$ cat src/design/epi_pkg.sv
package epi_pkg;
  // Register offsets in the data space
  localparam logic [7:0] ADDR_PEND_FLAGS   = 8'h3c;
  localparam logic [7:0] ADDR_ENABLE_MASK  = 8'h3d;
  localparam logic [7:0] ADDR_CHG_FLAGS    = 8'h3b;
  localparam logic [7:0] ADDR_CHG_CONTROL  = 8'h68;
  localparam logic [7:0] ADDR_SENSE_CTRL   = 8'h69;
  localparam logic [7:0] ADDR_CHG_SEL0     = 8'h6b;
  localparam logic [7:0] ADDR_CHG_SEL1     = 8'h6c;
  localparam logic [7:0] ADDR_CHG_SEL2     = 8'h6d;
  // Reset values
  localparam logic [7:0] REG_RESET         = 8'h00;
  // Sense field positions
  localparam int         SENSE_A_LSB       = 0;
  localparam int         SENSE_B_LSB       = 2;
  // Sense encodings
  localparam logic [1:0] SENSE_LOW         = 2'h0;
  localparam logic [1:0] SENSE_ANY         = 2'h1;
  localparam logic [1:0] SENSE_FALL        = 2'h2;
  localparam logic [1:0] SENSE_RISE        = 2'h3;
  // Synchroniser depth
  localparam int         SYNC_STAGES       = 2;
endpackage

$ cat src/design/epi_sync.sv
`timescale 1ns/1ns
module epi_sync #(
  parameter int WIDTH = 1
) (
  // Clock and reset
  input  wire logic             clk,
  input  wire logic             rst_n,
  // Data
  input  wire logic [WIDTH-1:0] async_in,
  output logic      [WIDTH-1:0] sync_out
);
  // First stage read only by the second
  logic [WIDTH-1:0] meta_q;

  always_ff @(posedge clk or negedge rst_n) begin
    if (!rst_n) begin
      meta_q   <= '0;
      sync_out <= '0;
    end else begin
      meta_q   <= async_in;
      sync_out <= meta_q;
    end
  end
endmodule // epi_sync

$ cat src/design/epi_sense.sv
`timescale 1ns/1ns
module epi_sense (
  // Clock and reset
  input  wire logic       clk,
  input  wire logic       rst_n,
  // Pin and mode
  input  wire logic       pin_s,
  input  wire logic [1:0] sense,
  // Results
  output logic            edge_hit,
  output logic            level_low
);
  logic prev_q;
  logic rise_w;
  logic fall_w;

  always_ff @(posedge clk or negedge rst_n) begin
    if (!rst_n) begin
      // Same value as the synchroniser reset, so no false edge
      prev_q <= 1'b0;
    end else begin
      prev_q <= pin_s;
    end
  end

  assign rise_w    = pin_s & ~prev_q;
  assign fall_w    = ~pin_s & prev_q;
  assign level_low = (sense == epi_pkg::SENSE_LOW) & ~pin_s;
  assign edge_hit  = (sense == epi_pkg::SENSE_ANY  & (rise_w | fall_w)) |
                     (sense == epi_pkg::SENSE_FALL & fall_w) |
                     (sense == epi_pkg::SENSE_RISE & rise_w);
endmodule // epi_sense

$ cat src/design/epi_unit.sv
`timescale 1ns/1ns
// Summary of operation
// - Pin B sense bits 3:2 select mode
// - Pin A sense bits 1:0 same encoding
// - Sample pin before comparing for edges
// - Pulses over one clock always detected
// - Low level requests while pin low
// - Edges need clock; low level wakes (wake_req is a core_clk flop here, so it needs the clock too)
// - Vanished wake level gives no request
// - Pins configured as outputs still trigger
// - Mask bits 1,0 gate with global flag
// - Edge sets pending flag, core vectors
// - Flag clears on entry or write-one
// - Level mode flag reads cleared
// - Three change groups from pin ranges
// - Per-group select masks choose inputs
// - Change detection wakes from sleep
// - Control bits 2..0 enable groups
// - Group flags set, clear on ack/write-one
module epi_unit #(
  parameter int G0_W = 8,
  parameter int G1_W = 7,
  parameter int G2_W = 8
) (
  // Clock and reset
  input  wire logic            core_clk,
  input  wire logic            rst_n,
  // Register port
  input  wire logic [7:0]      reg_addr,
  input  wire logic [7:0]      reg_wdata,
  input  wire logic            reg_wr,
  input  wire logic            reg_rd,
  output logic      [7:0]      reg_rdata,
  // Core side
  input  wire logic            core_status_word,
  input  wire logic [4:0]      irq_ack,
  output logic                 ext_pin_a_irq,
  output logic                 ext_pin_b_irq,
  output logic                 change_group_zero_request,
  output logic                 change_group_one_request,
  output logic                 change_group_two_request,
  output logic                 wake_req,
  // Pins, sampled whatever their direction
  input  wire logic            pin_a,
  input  wire logic            pin_b,
  input  wire logic [G0_W-1:0] change_watch_input_g0,
  input  wire logic [G1_W-1:0] change_watch_input_g1,
  input  wire logic [G2_W-1:0] change_watch_input_g2
);
  localparam int CW = G0_W + G1_W + G2_W;

  // Level mode decode, shared by flags, flag reads and wake
  function automatic logic level_mode(input logic [1:0] sense_f);
    return sense_f == epi_pkg::SENSE_LOW;
  endfunction

  ////////////////////////////////////////////////////////////////////////////
  // Reset release
  logic rst_meta_q;
  logic rst_sync_n;

  always_ff @(posedge core_clk or negedge rst_n) begin
    if (!rst_n) begin
      rst_meta_q <= 1'b0;
      rst_sync_n <= 1'b0;
    end else begin
      rst_meta_q <= 1'b1;
      rst_sync_n <= rst_meta_q;
    end
  end

  ////////////////////////////////////////////////////////////////////////////
  // Synchronisers
  logic [1:0]    pin_s;
  logic [CW-1:0] chg_s;
  logic [CW-1:0] chg_prev_q;

  epi_sync #(.WIDTH(2)) u_pin_sync (
    .clk      (core_clk),
    .rst_n    (rst_sync_n),
    .async_in ({pin_b, pin_a}),
    .sync_out (pin_s)
  );

  epi_sync #(.WIDTH(CW)) u_chg_sync (
    .clk      (core_clk),
    .rst_n    (rst_sync_n),
    .async_in ({change_watch_input_g2, change_watch_input_g1,
                change_watch_input_g0}),
    .sync_out (chg_s)
  );

  ////////////////////////////////////////////////////////////////////////////
  // Registers
  logic [7:0] sense_q;
  logic [1:0] enable_q;
  logic [1:0] pend_q;
  logic [2:0] grp_en_q;
  logic [2:0] grp_flag_q;
  logic [7:0] sel0_q;
  logic [7:0] sel1_q;
  logic [7:0] sel2_q;

  wire wr_sense = reg_wr & (reg_addr == epi_pkg::ADDR_SENSE_CTRL);
  wire wr_en    = reg_wr & (reg_addr == epi_pkg::ADDR_ENABLE_MASK);
  wire wr_pend  = reg_wr & (reg_addr == epi_pkg::ADDR_PEND_FLAGS);
  wire wr_gen   = reg_wr & (reg_addr == epi_pkg::ADDR_CHG_CONTROL);
  wire wr_gflg  = reg_wr & (reg_addr == epi_pkg::ADDR_CHG_FLAGS);
  wire wr_sel0  = reg_wr & (reg_addr == epi_pkg::ADDR_CHG_SEL0);
  wire wr_sel1  = reg_wr & (reg_addr == epi_pkg::ADDR_CHG_SEL1);
  wire wr_sel2  = reg_wr & (reg_addr == epi_pkg::ADDR_CHG_SEL2);

  ////////////////////////////////////////////////////////////////////////////
  // Dedicated pin detection
  wire [1:0] sense_a = sense_q[epi_pkg::SENSE_A_LSB +: 2];
  wire [1:0] sense_b = sense_q[epi_pkg::SENSE_B_LSB +: 2];
  logic [1:0] edge_hit;
  logic [1:0] level_low;

  epi_sense u_sense_a (
    .clk       (core_clk),
    .rst_n     (rst_sync_n),
    .pin_s     (pin_s[0]),
    .sense     (sense_a),
    .edge_hit  (edge_hit[0]),
    .level_low (level_low[0])
  );

  epi_sense u_sense_b (
    .clk       (core_clk),
    .rst_n     (rst_sync_n),
    .pin_s     (pin_s[1]),
    .sense     (sense_b),
    .edge_hit  (edge_hit[1]),
    .level_low (level_low[1])
  );

  wire [1:0] is_level = {level_mode(sense_b), level_mode(sense_a)};

  // Set beats clear; level mode forces the flag off
  wire [1:0] pend_clr = irq_ack[1:0] | ({2{wr_pend}} & reg_wdata[1:0]);
  wire [1:0] pend_d   = ~is_level &
                        (edge_hit | (pend_q & ~pend_clr));

  ////////////////////////////////////////////////////////////////////////////
  // Pin change detection
  wire [CW-1:0] chg_sel = {sel2_q[G2_W-1:0], sel1_q[G1_W-1:0],
                           sel0_q[G0_W-1:0]};
  wire [CW-1:0] toggled = (chg_s ^ chg_prev_q) & chg_sel;
  wire [2:0] grp_hit = {|toggled[CW-1:G0_W+G1_W],
                        |toggled[G0_W+G1_W-1:G0_W],
                        |toggled[G0_W-1:0]};
  wire [2:0] grp_clr = irq_ack[4:2] | ({3{wr_gflg}} & reg_wdata[2:0]);
  wire [2:0] grp_d   = grp_hit | (grp_flag_q & ~grp_clr);

  ////////////////////////////////////////////////////////////////////////////
  // Requests
  wire       gie     = core_status_word;
  // A level that vanished before sync yields no request
  wire [1:0] pin_req = enable_q & (pend_q | level_low);
  wire [1:0] ext_d   = {2{gie}} & pin_req;
  wire [2:0] grp_d_r = {3{gie}} & grp_en_q & grp_flag_q;
  // Wake looks at raw pins, but wake_req is a core_clk flop, so it needs the clock;
  // besides enabled level-mode pins, only selected inputs of enabled groups may wake the part
  wire [CW-1:0] chg_raw   = {change_watch_input_g2, change_watch_input_g1,
                             change_watch_input_g0};
  wire [CW-1:0] chg_armed = chg_sel & {{G2_W{grp_en_q[2]}},
                                       {G1_W{grp_en_q[1]}},
                                       {G0_W{grp_en_q[0]}}};
  wire wake_w = (enable_q[0] & level_mode(sense_a) & ~pin_a) |
                (enable_q[1] & level_mode(sense_b) & ~pin_b) |
                (|((chg_raw ^ chg_prev_q) & chg_armed));

  ////////////////////////////////////////////////////////////////////////////
  // Read mux
  logic [7:0] rdata_d;
  always_comb begin
    rdata_d = 8'h00;
    unique case (reg_addr)
      epi_pkg::ADDR_SENSE_CTRL:  rdata_d = {4'h0, sense_q[3:0]};
      epi_pkg::ADDR_ENABLE_MASK: rdata_d = {6'h00, enable_q};
      epi_pkg::ADDR_PEND_FLAGS:  rdata_d = {6'h00, pend_q & ~is_level};
      epi_pkg::ADDR_CHG_CONTROL: rdata_d = {5'h00, grp_en_q};
      epi_pkg::ADDR_CHG_FLAGS:   rdata_d = {5'h00, grp_flag_q};
      epi_pkg::ADDR_CHG_SEL0:    rdata_d = sel0_q;
      epi_pkg::ADDR_CHG_SEL1:    rdata_d = sel1_q;
      epi_pkg::ADDR_CHG_SEL2:    rdata_d = sel2_q;
      default:                   rdata_d = 8'h00;
    endcase
  end

  ////////////////////////////////////////////////////////////////////////////
  // State
  always_ff @(posedge core_clk or negedge rst_sync_n) begin
    if (!rst_sync_n) begin
      sense_q    <= epi_pkg::REG_RESET;
      enable_q   <= '0;
      pend_q     <= '0;
      grp_en_q   <= '0;
      grp_flag_q <= '0;
      sel0_q     <= epi_pkg::REG_RESET;
      sel1_q     <= epi_pkg::REG_RESET;
      sel2_q     <= epi_pkg::REG_RESET;
      chg_prev_q <= '0;
    end else begin
      if (wr_sense) sense_q  <= {4'h0, reg_wdata[3:0]};
      if (wr_en)    enable_q <= reg_wdata[1:0];
      if (wr_gen)   grp_en_q <= reg_wdata[2:0];
      if (wr_sel0)  sel0_q   <= reg_wdata;
      if (wr_sel1)  sel1_q   <= {1'b0, reg_wdata[6:0]};
      if (wr_sel2)  sel2_q   <= reg_wdata;
      pend_q     <= pend_d;
      grp_flag_q <= grp_d;
      chg_prev_q <= chg_s;
    end
  end

  always_ff @(posedge core_clk or negedge rst_sync_n) begin
    if (!rst_sync_n) begin
      reg_rdata                 <= 8'h00;
      ext_pin_a_irq             <= 1'b0;
      ext_pin_b_irq             <= 1'b0;
      change_group_zero_request <= 1'b0;
      change_group_one_request  <= 1'b0;
      change_group_two_request  <= 1'b0;
      wake_req                  <= 1'b0;
    end else begin
      if (reg_rd) reg_rdata <= rdata_d;
      ext_pin_a_irq             <= ext_d[0];
      ext_pin_b_irq             <= ext_d[1];
      change_group_zero_request <= grp_d_r[0];
      change_group_one_request  <= grp_d_r[1];
      change_group_two_request  <= grp_d_r[2];
      wake_req                  <= wake_w;
    end
  end

  ////////////////////////////////////////////////////////////////////////////
  // Checks
  a_level_flag_off: assert property (
    @(posedge core_clk) disable iff (!rst_sync_n)
    is_level[0] |=> !pend_q[0])
    else $error("pin a flag set in level mode");

  a_level_flag_b: assert property (
    @(posedge core_clk) disable iff (!rst_sync_n)
    is_level[1] |=> !pend_q[1])
    else $error("pin b flag set in level mode");

  a_set_wins_clear: assert property (
    @(posedge core_clk) disable iff (!rst_sync_n)
    edge_hit[1] && !is_level[1] |=> pend_q[1])
    else $error("pin b edge lost");

  a_write_one_clr: assert property (
    @(posedge core_clk) disable iff (!rst_sync_n)
    wr_gflg && reg_wdata[0] && !grp_hit[0] |=> !grp_flag_q[0])
    else $error("group zero flag not cleared");

  a_write_zero_keep: assert property (
    @(posedge core_clk) disable iff (!rst_sync_n)
    grp_flag_q[1] && !irq_ack[3] && !(wr_gflg && reg_wdata[1])
    |=> grp_flag_q[1])
    else $error("group one flag lost");

  a_gie_gate: assert property (
    @(posedge core_clk) disable iff (!rst_sync_n)
    !gie |=> !ext_pin_a_irq && !ext_pin_b_irq)
    else $error("request without global flag");

  a_level_hold: assert property (
    @(posedge core_clk) disable iff (!rst_sync_n)
    gie && enable_q[0] && level_low[0] |=> ext_pin_a_irq)
    else $error("level request missing");

  a_toggle_flag: assert property (
    @(posedge core_clk) disable iff (!rst_sync_n)
    $changed(chg_s[1]) && sel0_q[1] |=> grp_flag_q[0])
    else $error("change not flagged");

  a_group_enable: assert property (
    @(posedge core_clk) disable iff (!rst_sync_n)
    !grp_en_q[2] |=> !change_group_two_request)
    else $error("group two request while off");

  a_pin_a_w1c: assert property (
    @(posedge core_clk) disable iff (!rst_sync_n)
    wr_pend && reg_wdata[0] && !edge_hit[0] |=> !pend_q[0])
    else $error("pin a flag not cleared by write");

  a_pin_a_ack: assert property (
    @(posedge core_clk) disable iff (!rst_sync_n)
    irq_ack[0] && !edge_hit[0] |=> !pend_q[0])
    else $error("pin a flag not cleared by ack");

  a_pin_a_req: assert property (
    @(posedge core_clk) disable iff (!rst_sync_n)
    gie && enable_q[0] && pend_q[0] |=> ext_pin_a_irq)
    else $error("pin a request missing");

  a_mask_gate: assert property (
    @(posedge core_clk) disable iff (!rst_sync_n)
    !enable_q[0] |=> !ext_pin_a_irq)
    else $error("pin a request while masked");

  a_fall_decode: assert property (
    @(posedge core_clk) disable iff (!rst_sync_n)
    $fell(pin_s[0]) && (sense_a == epi_pkg::SENSE_FALL) |=> pend_q[0])
    else $error("pin a falling edge not flagged");

  a_rise_decode: assert property (
    @(posedge core_clk) disable iff (!rst_sync_n)
    $rose(pin_s[1]) && (sense_b == epi_pkg::SENSE_RISE) |=> pend_q[1])
    else $error("pin b rising edge not flagged");

  a_any_decode: assert property (
    @(posedge core_clk) disable iff (!rst_sync_n)
    $changed(pin_s[0]) && (sense_a == epi_pkg::SENSE_ANY) |=> pend_q[0])
    else $error("pin a change not flagged");

  a_no_false_flag: assert property (
    @(posedge core_clk) disable iff (!rst_sync_n)
    !grp_flag_q[0] && !grp_hit[0] |=> !grp_flag_q[0])
    else $error("group zero flag set without change");

  a_group_gie: assert property (
    @(posedge core_clk) disable iff (!rst_sync_n)
    !gie |=> !change_group_zero_request && !change_group_one_request &&
             !change_group_two_request)
    else $error("group request without global flag");

  a_group_req: assert property (
    @(posedge core_clk) disable iff (!rst_sync_n)
    gie && grp_en_q[0] && grp_flag_q[0] |=> change_group_zero_request)
    else $error("group zero request missing");

  a_group_ack: assert property (
    @(posedge core_clk) disable iff (!rst_sync_n)
    irq_ack[2] && !grp_hit[0] |=> !grp_flag_q[0])
    else $error("group zero flag not cleared by ack");

  a_wake_level: assert property (
    @(posedge core_clk) disable iff (!rst_sync_n)
    enable_q[0] && level_mode(sense_a) && !pin_a |=> wake_req)
    else $error("level wake missing");

  a_level_gone: assert property (
    @(posedge core_clk) disable iff (!rst_sync_n)
    !level_low[0] && !pend_q[0] |=> !ext_pin_a_irq)
    else $error("request after level vanished");
endmodule // epi_unit

$ cat config.mk
export PLATFORM = sky130hd
export DESIGN_NAME = epi_unit
export DESIGN_NICKNAME = d
export VERILOG_FILES = /design/src/design/epi_pkg.sv /design/src/design/epi_sync.sv /design/src/design/epi_sense.sv /design/src/design/epi_unit.sv
export SDC_FILE = /design/constraint.sdc
export NUM_CORES = 1
export LEC_CHECK = 0
export BUFFER_PORTS_ARGS = -buffer_cell sky130_fd_sc_hd__buf_2
export CELL_PAD_IN_SITES_DETAIL_PLACEMENT = 0
export CELL_PAD_IN_SITES_GLOBAL_PLACEMENT = 2
export CORE_ASPECT_RATIO = 0.8
export CORE_UTILIZATION = 38
export CTS_BUF_LIST = sky130_fd_sc_hd__clkbuf_8
export DETAILED_ROUTE_END_ITERATION = 8
export MAX_ROUTING_LAYER = met4
export PLACE_DENSITY_LB_ADDON = 0.3
export SETUP_SLACK_MARGIN = 0.2
export SLEW_MARGIN = 10
export SYNTH_ARGS = -nofsm -noshare
export SYNTH_HDL_FRONTEND = slang
export SYNTH_SLANG_ARGS = --single-unit
$ cat constraint.sdc
create_clock -name core_clk -period 3.62 [get_ports core_clk]
set_input_delay 0.362 -clock core_clk [delete_from_list [all_inputs] [get_ports core_clk]]
set_output_delay 0.362 -clock core_clk [all_outputs]
set_load 0.005 [all_outputs]
==> impl_metrics.toml <==
[status]
outcome = "completed"

[grt]
grt_pass1_vias = 3258
grt_pass1_wl_microns = 18300
grt_use_total_pct = 18.5
grt_max_degree = 57
gr-total-overflow = 0
antenna_found_initial = 0

[logic_synthesis]
synth_cell_types = 45
synth_seq_area_share_pct = 63.0
synthesis.area_sq_um = 5080
ys.flop_type = "dfrtp_1"
synth-seq-cells = 128
avgSynthCellArea_sq_um = 14.0
async_reset_ff_share_pct = 100
yosysTopAreaCell = "dfrtp_1"
yosysMostFrequentCell = "dfrtp_1"
synthTopCellsByCount = "dfrtp_1, xor2_1, a22oi_1, mux2_2, nand2_1"
syn_inst = 363
syn-num-nets = 418
yosysTopAreaCellShare_pct = 63.0
ys_warn_count = 0
synth_edf_count = 0
synth_area_leaders = "dfrtp_1, xor2_1, mux2_2"

[setup_path]
path_max_fanout = 6
critPathCapture = "reg_rdata[1]$_DFFE_PN0P_"
critPathKind = "flop to flop"
crit_required_ns = 3.92
reg2reg_to = "reg_rdata[1]$_DFFE_PN0P_"
cp-end-kind = "flop"
rr_worst_depth = 5
cp-start-kind = "flop"
cp-startpoint = "sense_q[3]$_DFFE_PN0P_"
reg2reg_setup_slack_ns = 2.02
rr_startpoint = "sense_q[3]$_DFFE_PN0P_"
cp_data_arrival_time_ns = 1.90

[drt]
drtIter0Drc = 150
final_antenna_net_count = 0
wl_per_cell_microns = 17.8
viasPerCell = 4.99
wl_microns = 11300
firstDrtPassIters = 4
routed-via-count = 3154
post-route-drc-count = 0

[clock_tree]
cts_root_buf = "clkbuf_8"
hold_buffers = 1
cts-resized-gates = 0
cts_buffer_depth = 2
htreeDepth = 4
numCtsBuffers = 17
cts.sinks = 128
tritoncts = "built"
clkLatencyLatePin_ns = 0.44
post_cts_buffers = 0
clk_pin_slew_ns = 0.08

[floorplan]
die_width_microns = 131
rows = 37
core_area_sq_um = 13000
die-area_sq_um = 13800
initial_core_util_pct = 39.2
die_h_microns = 105
io_pins = 65

[timing]
worstMarginPinSlew_ns = 0.702
min_period_over_period_pct = 44.2
fin_crit_ns = 1.60
setup_viol = 0
fmax_mhz = 624
grt_setup_unrepaired = "false"
setup-tns-final_ns = 0
worst_hold_slack_ns = 0.0425
drv_slew = 0
maxSlewHeadroom_pct = 53.2
fin_worst_skew_ns = 0.0124
hold_viol_final = 0

[placement]
place_inst = 599
globalplace.congestion = 0.876
portBuffers = 64
hpwl_microns = 8460

[job]
maxCapViolations = 0

[pwr]
powerDensity_nw_per_um2 = 507
p_leak_uw = 0.00286
max-vdd-ir-drop_mv = 0.266

[layout]
nFillCells = 1208
final_cells = 632
nNetsFinal = 499
drive_gt1_share_pct = 31.1
antenna_cells = 0
area_delta_synth_final_pct = 18.9

[min_path]
hp-class = "input pin to flop"
[critical path, cell delays in order (launching register included)]
cell	delay (ns)
dfrtp_1	0.46
nor2_1	0.20
nand3b_1	0.14
a21boi_0	0.08
nor4_1	0.46
o22ai_1	0.13
[metal layers]
layer	global-route usage (%)	wire, microns
met1	26.1	5760
met2	25.2	4830
met4	7.14	187
met3	5.00	497
met5	-	0
[power breakdown]
group,internal (uW),switching [uW]
logic,93.5,106
clock network,717,572
registers,1500,72.1
[worst min-delay path by stage]
stage                                        start                         endpoint  slack, ns  cells after the start
final                     change_watch_input_g1[3]  u_chg_sync.meta_q[11]$_DFF_PN0_       0.04                      1
after global routing      change_watch_input_g1[3]  u_chg_sync.meta_q[11]$_DFF_PN0_       0.01                      1
after CTS                 change_watch_input_g1[3]  u_chg_sync.meta_q[11]$_DFF_PN0_       0.02                      1
after detailed placement                     rst_n             rst_meta_q$_DFF_PN0_       0.15                      1
after global placement                       rst_n             rst_meta_q$_DFF_PN0_       0.15                      1
after floorplan                              rst_n             rst_meta_q$_DFF_PN0_       0.07                      0
[kinds of logic after synthesis]
kind of cell	count (synthesis)	synth area share, %
flip-flops	128	63.0
AND/OR/NAND/NOR	72	9.28
XOR/XNOR	46	7.93
adder cells (fa/ha/maj)	4	0.985
multiplexers	36	8.69
other	1	0.0738
AO/OA/AOI/OAI	55	8.17
buffers and inverters	21	1.85
[registers in the layout, indices dropped and copies added (netlist names), 3 cells and up]
register,cells
u_chg_sync.sync_out,23
sense_q,4
sel1_q,7
grp_flag_q,3
sel2_q,8
grp_en_q,3
chg_prev_q,23
reg_rdata,8
u_chg_sync.meta_q,23
sel0_q,8
[per-stage QoR]
stage                     setup slack [ns]  cell area, sq um  utilization [%]  total power [uW]
final                                 2.02              6040             46.6              3060
after CTS                             2.06              6040             46.6              3090
after global routing                  1.88              6040             46.6              3190
after floorplan                       1.49              5080                -              1700
after detailed placement              1.63              5610             43.3              1800
after global placement                1.65              5610             43.3              1800
[layout make-up]
type                       count  area, sq um  area share [%]
inverter                      15         56.3           0.932
timing repair buffer          68          353            5.84
clock inverter                13          161            2.67
tap                          175          219            3.62
multi-input combinational    214         1790            29.5
sequential                   128         3210            53.1
clock buffer                  19          262            4.33
[cell usage in the layout (no fill, tap or decap), types with 3 or more instances in the layout]
cell type / count
a21oi_1: 5
a221oi_1: 3
a222oi_1: 5
a22oi_1: 22
a311oi_1: 3
and3_1: 4
buf_2: 64
buf_4: 3
bufinv_16: 3
clkbuf_8: 19
clkinv_4: 3
clkinvlp_4: 3
dfrtp_1: 127
ha_1: 4
inv_1: 16
mux2_2: 20
mux2_4: 11
mux2i_1: 4
nand2_1: 17
nand2_4: 3
nand3_1: 3
nand3b_1: 6
nand4_1: 5
nor2_1: 9
nor2b_1: 3
nor3_1: 4
nor4_1: 4
o22ai_1: 8
xor2_1: 46
(Power assumes the default switching activity.)
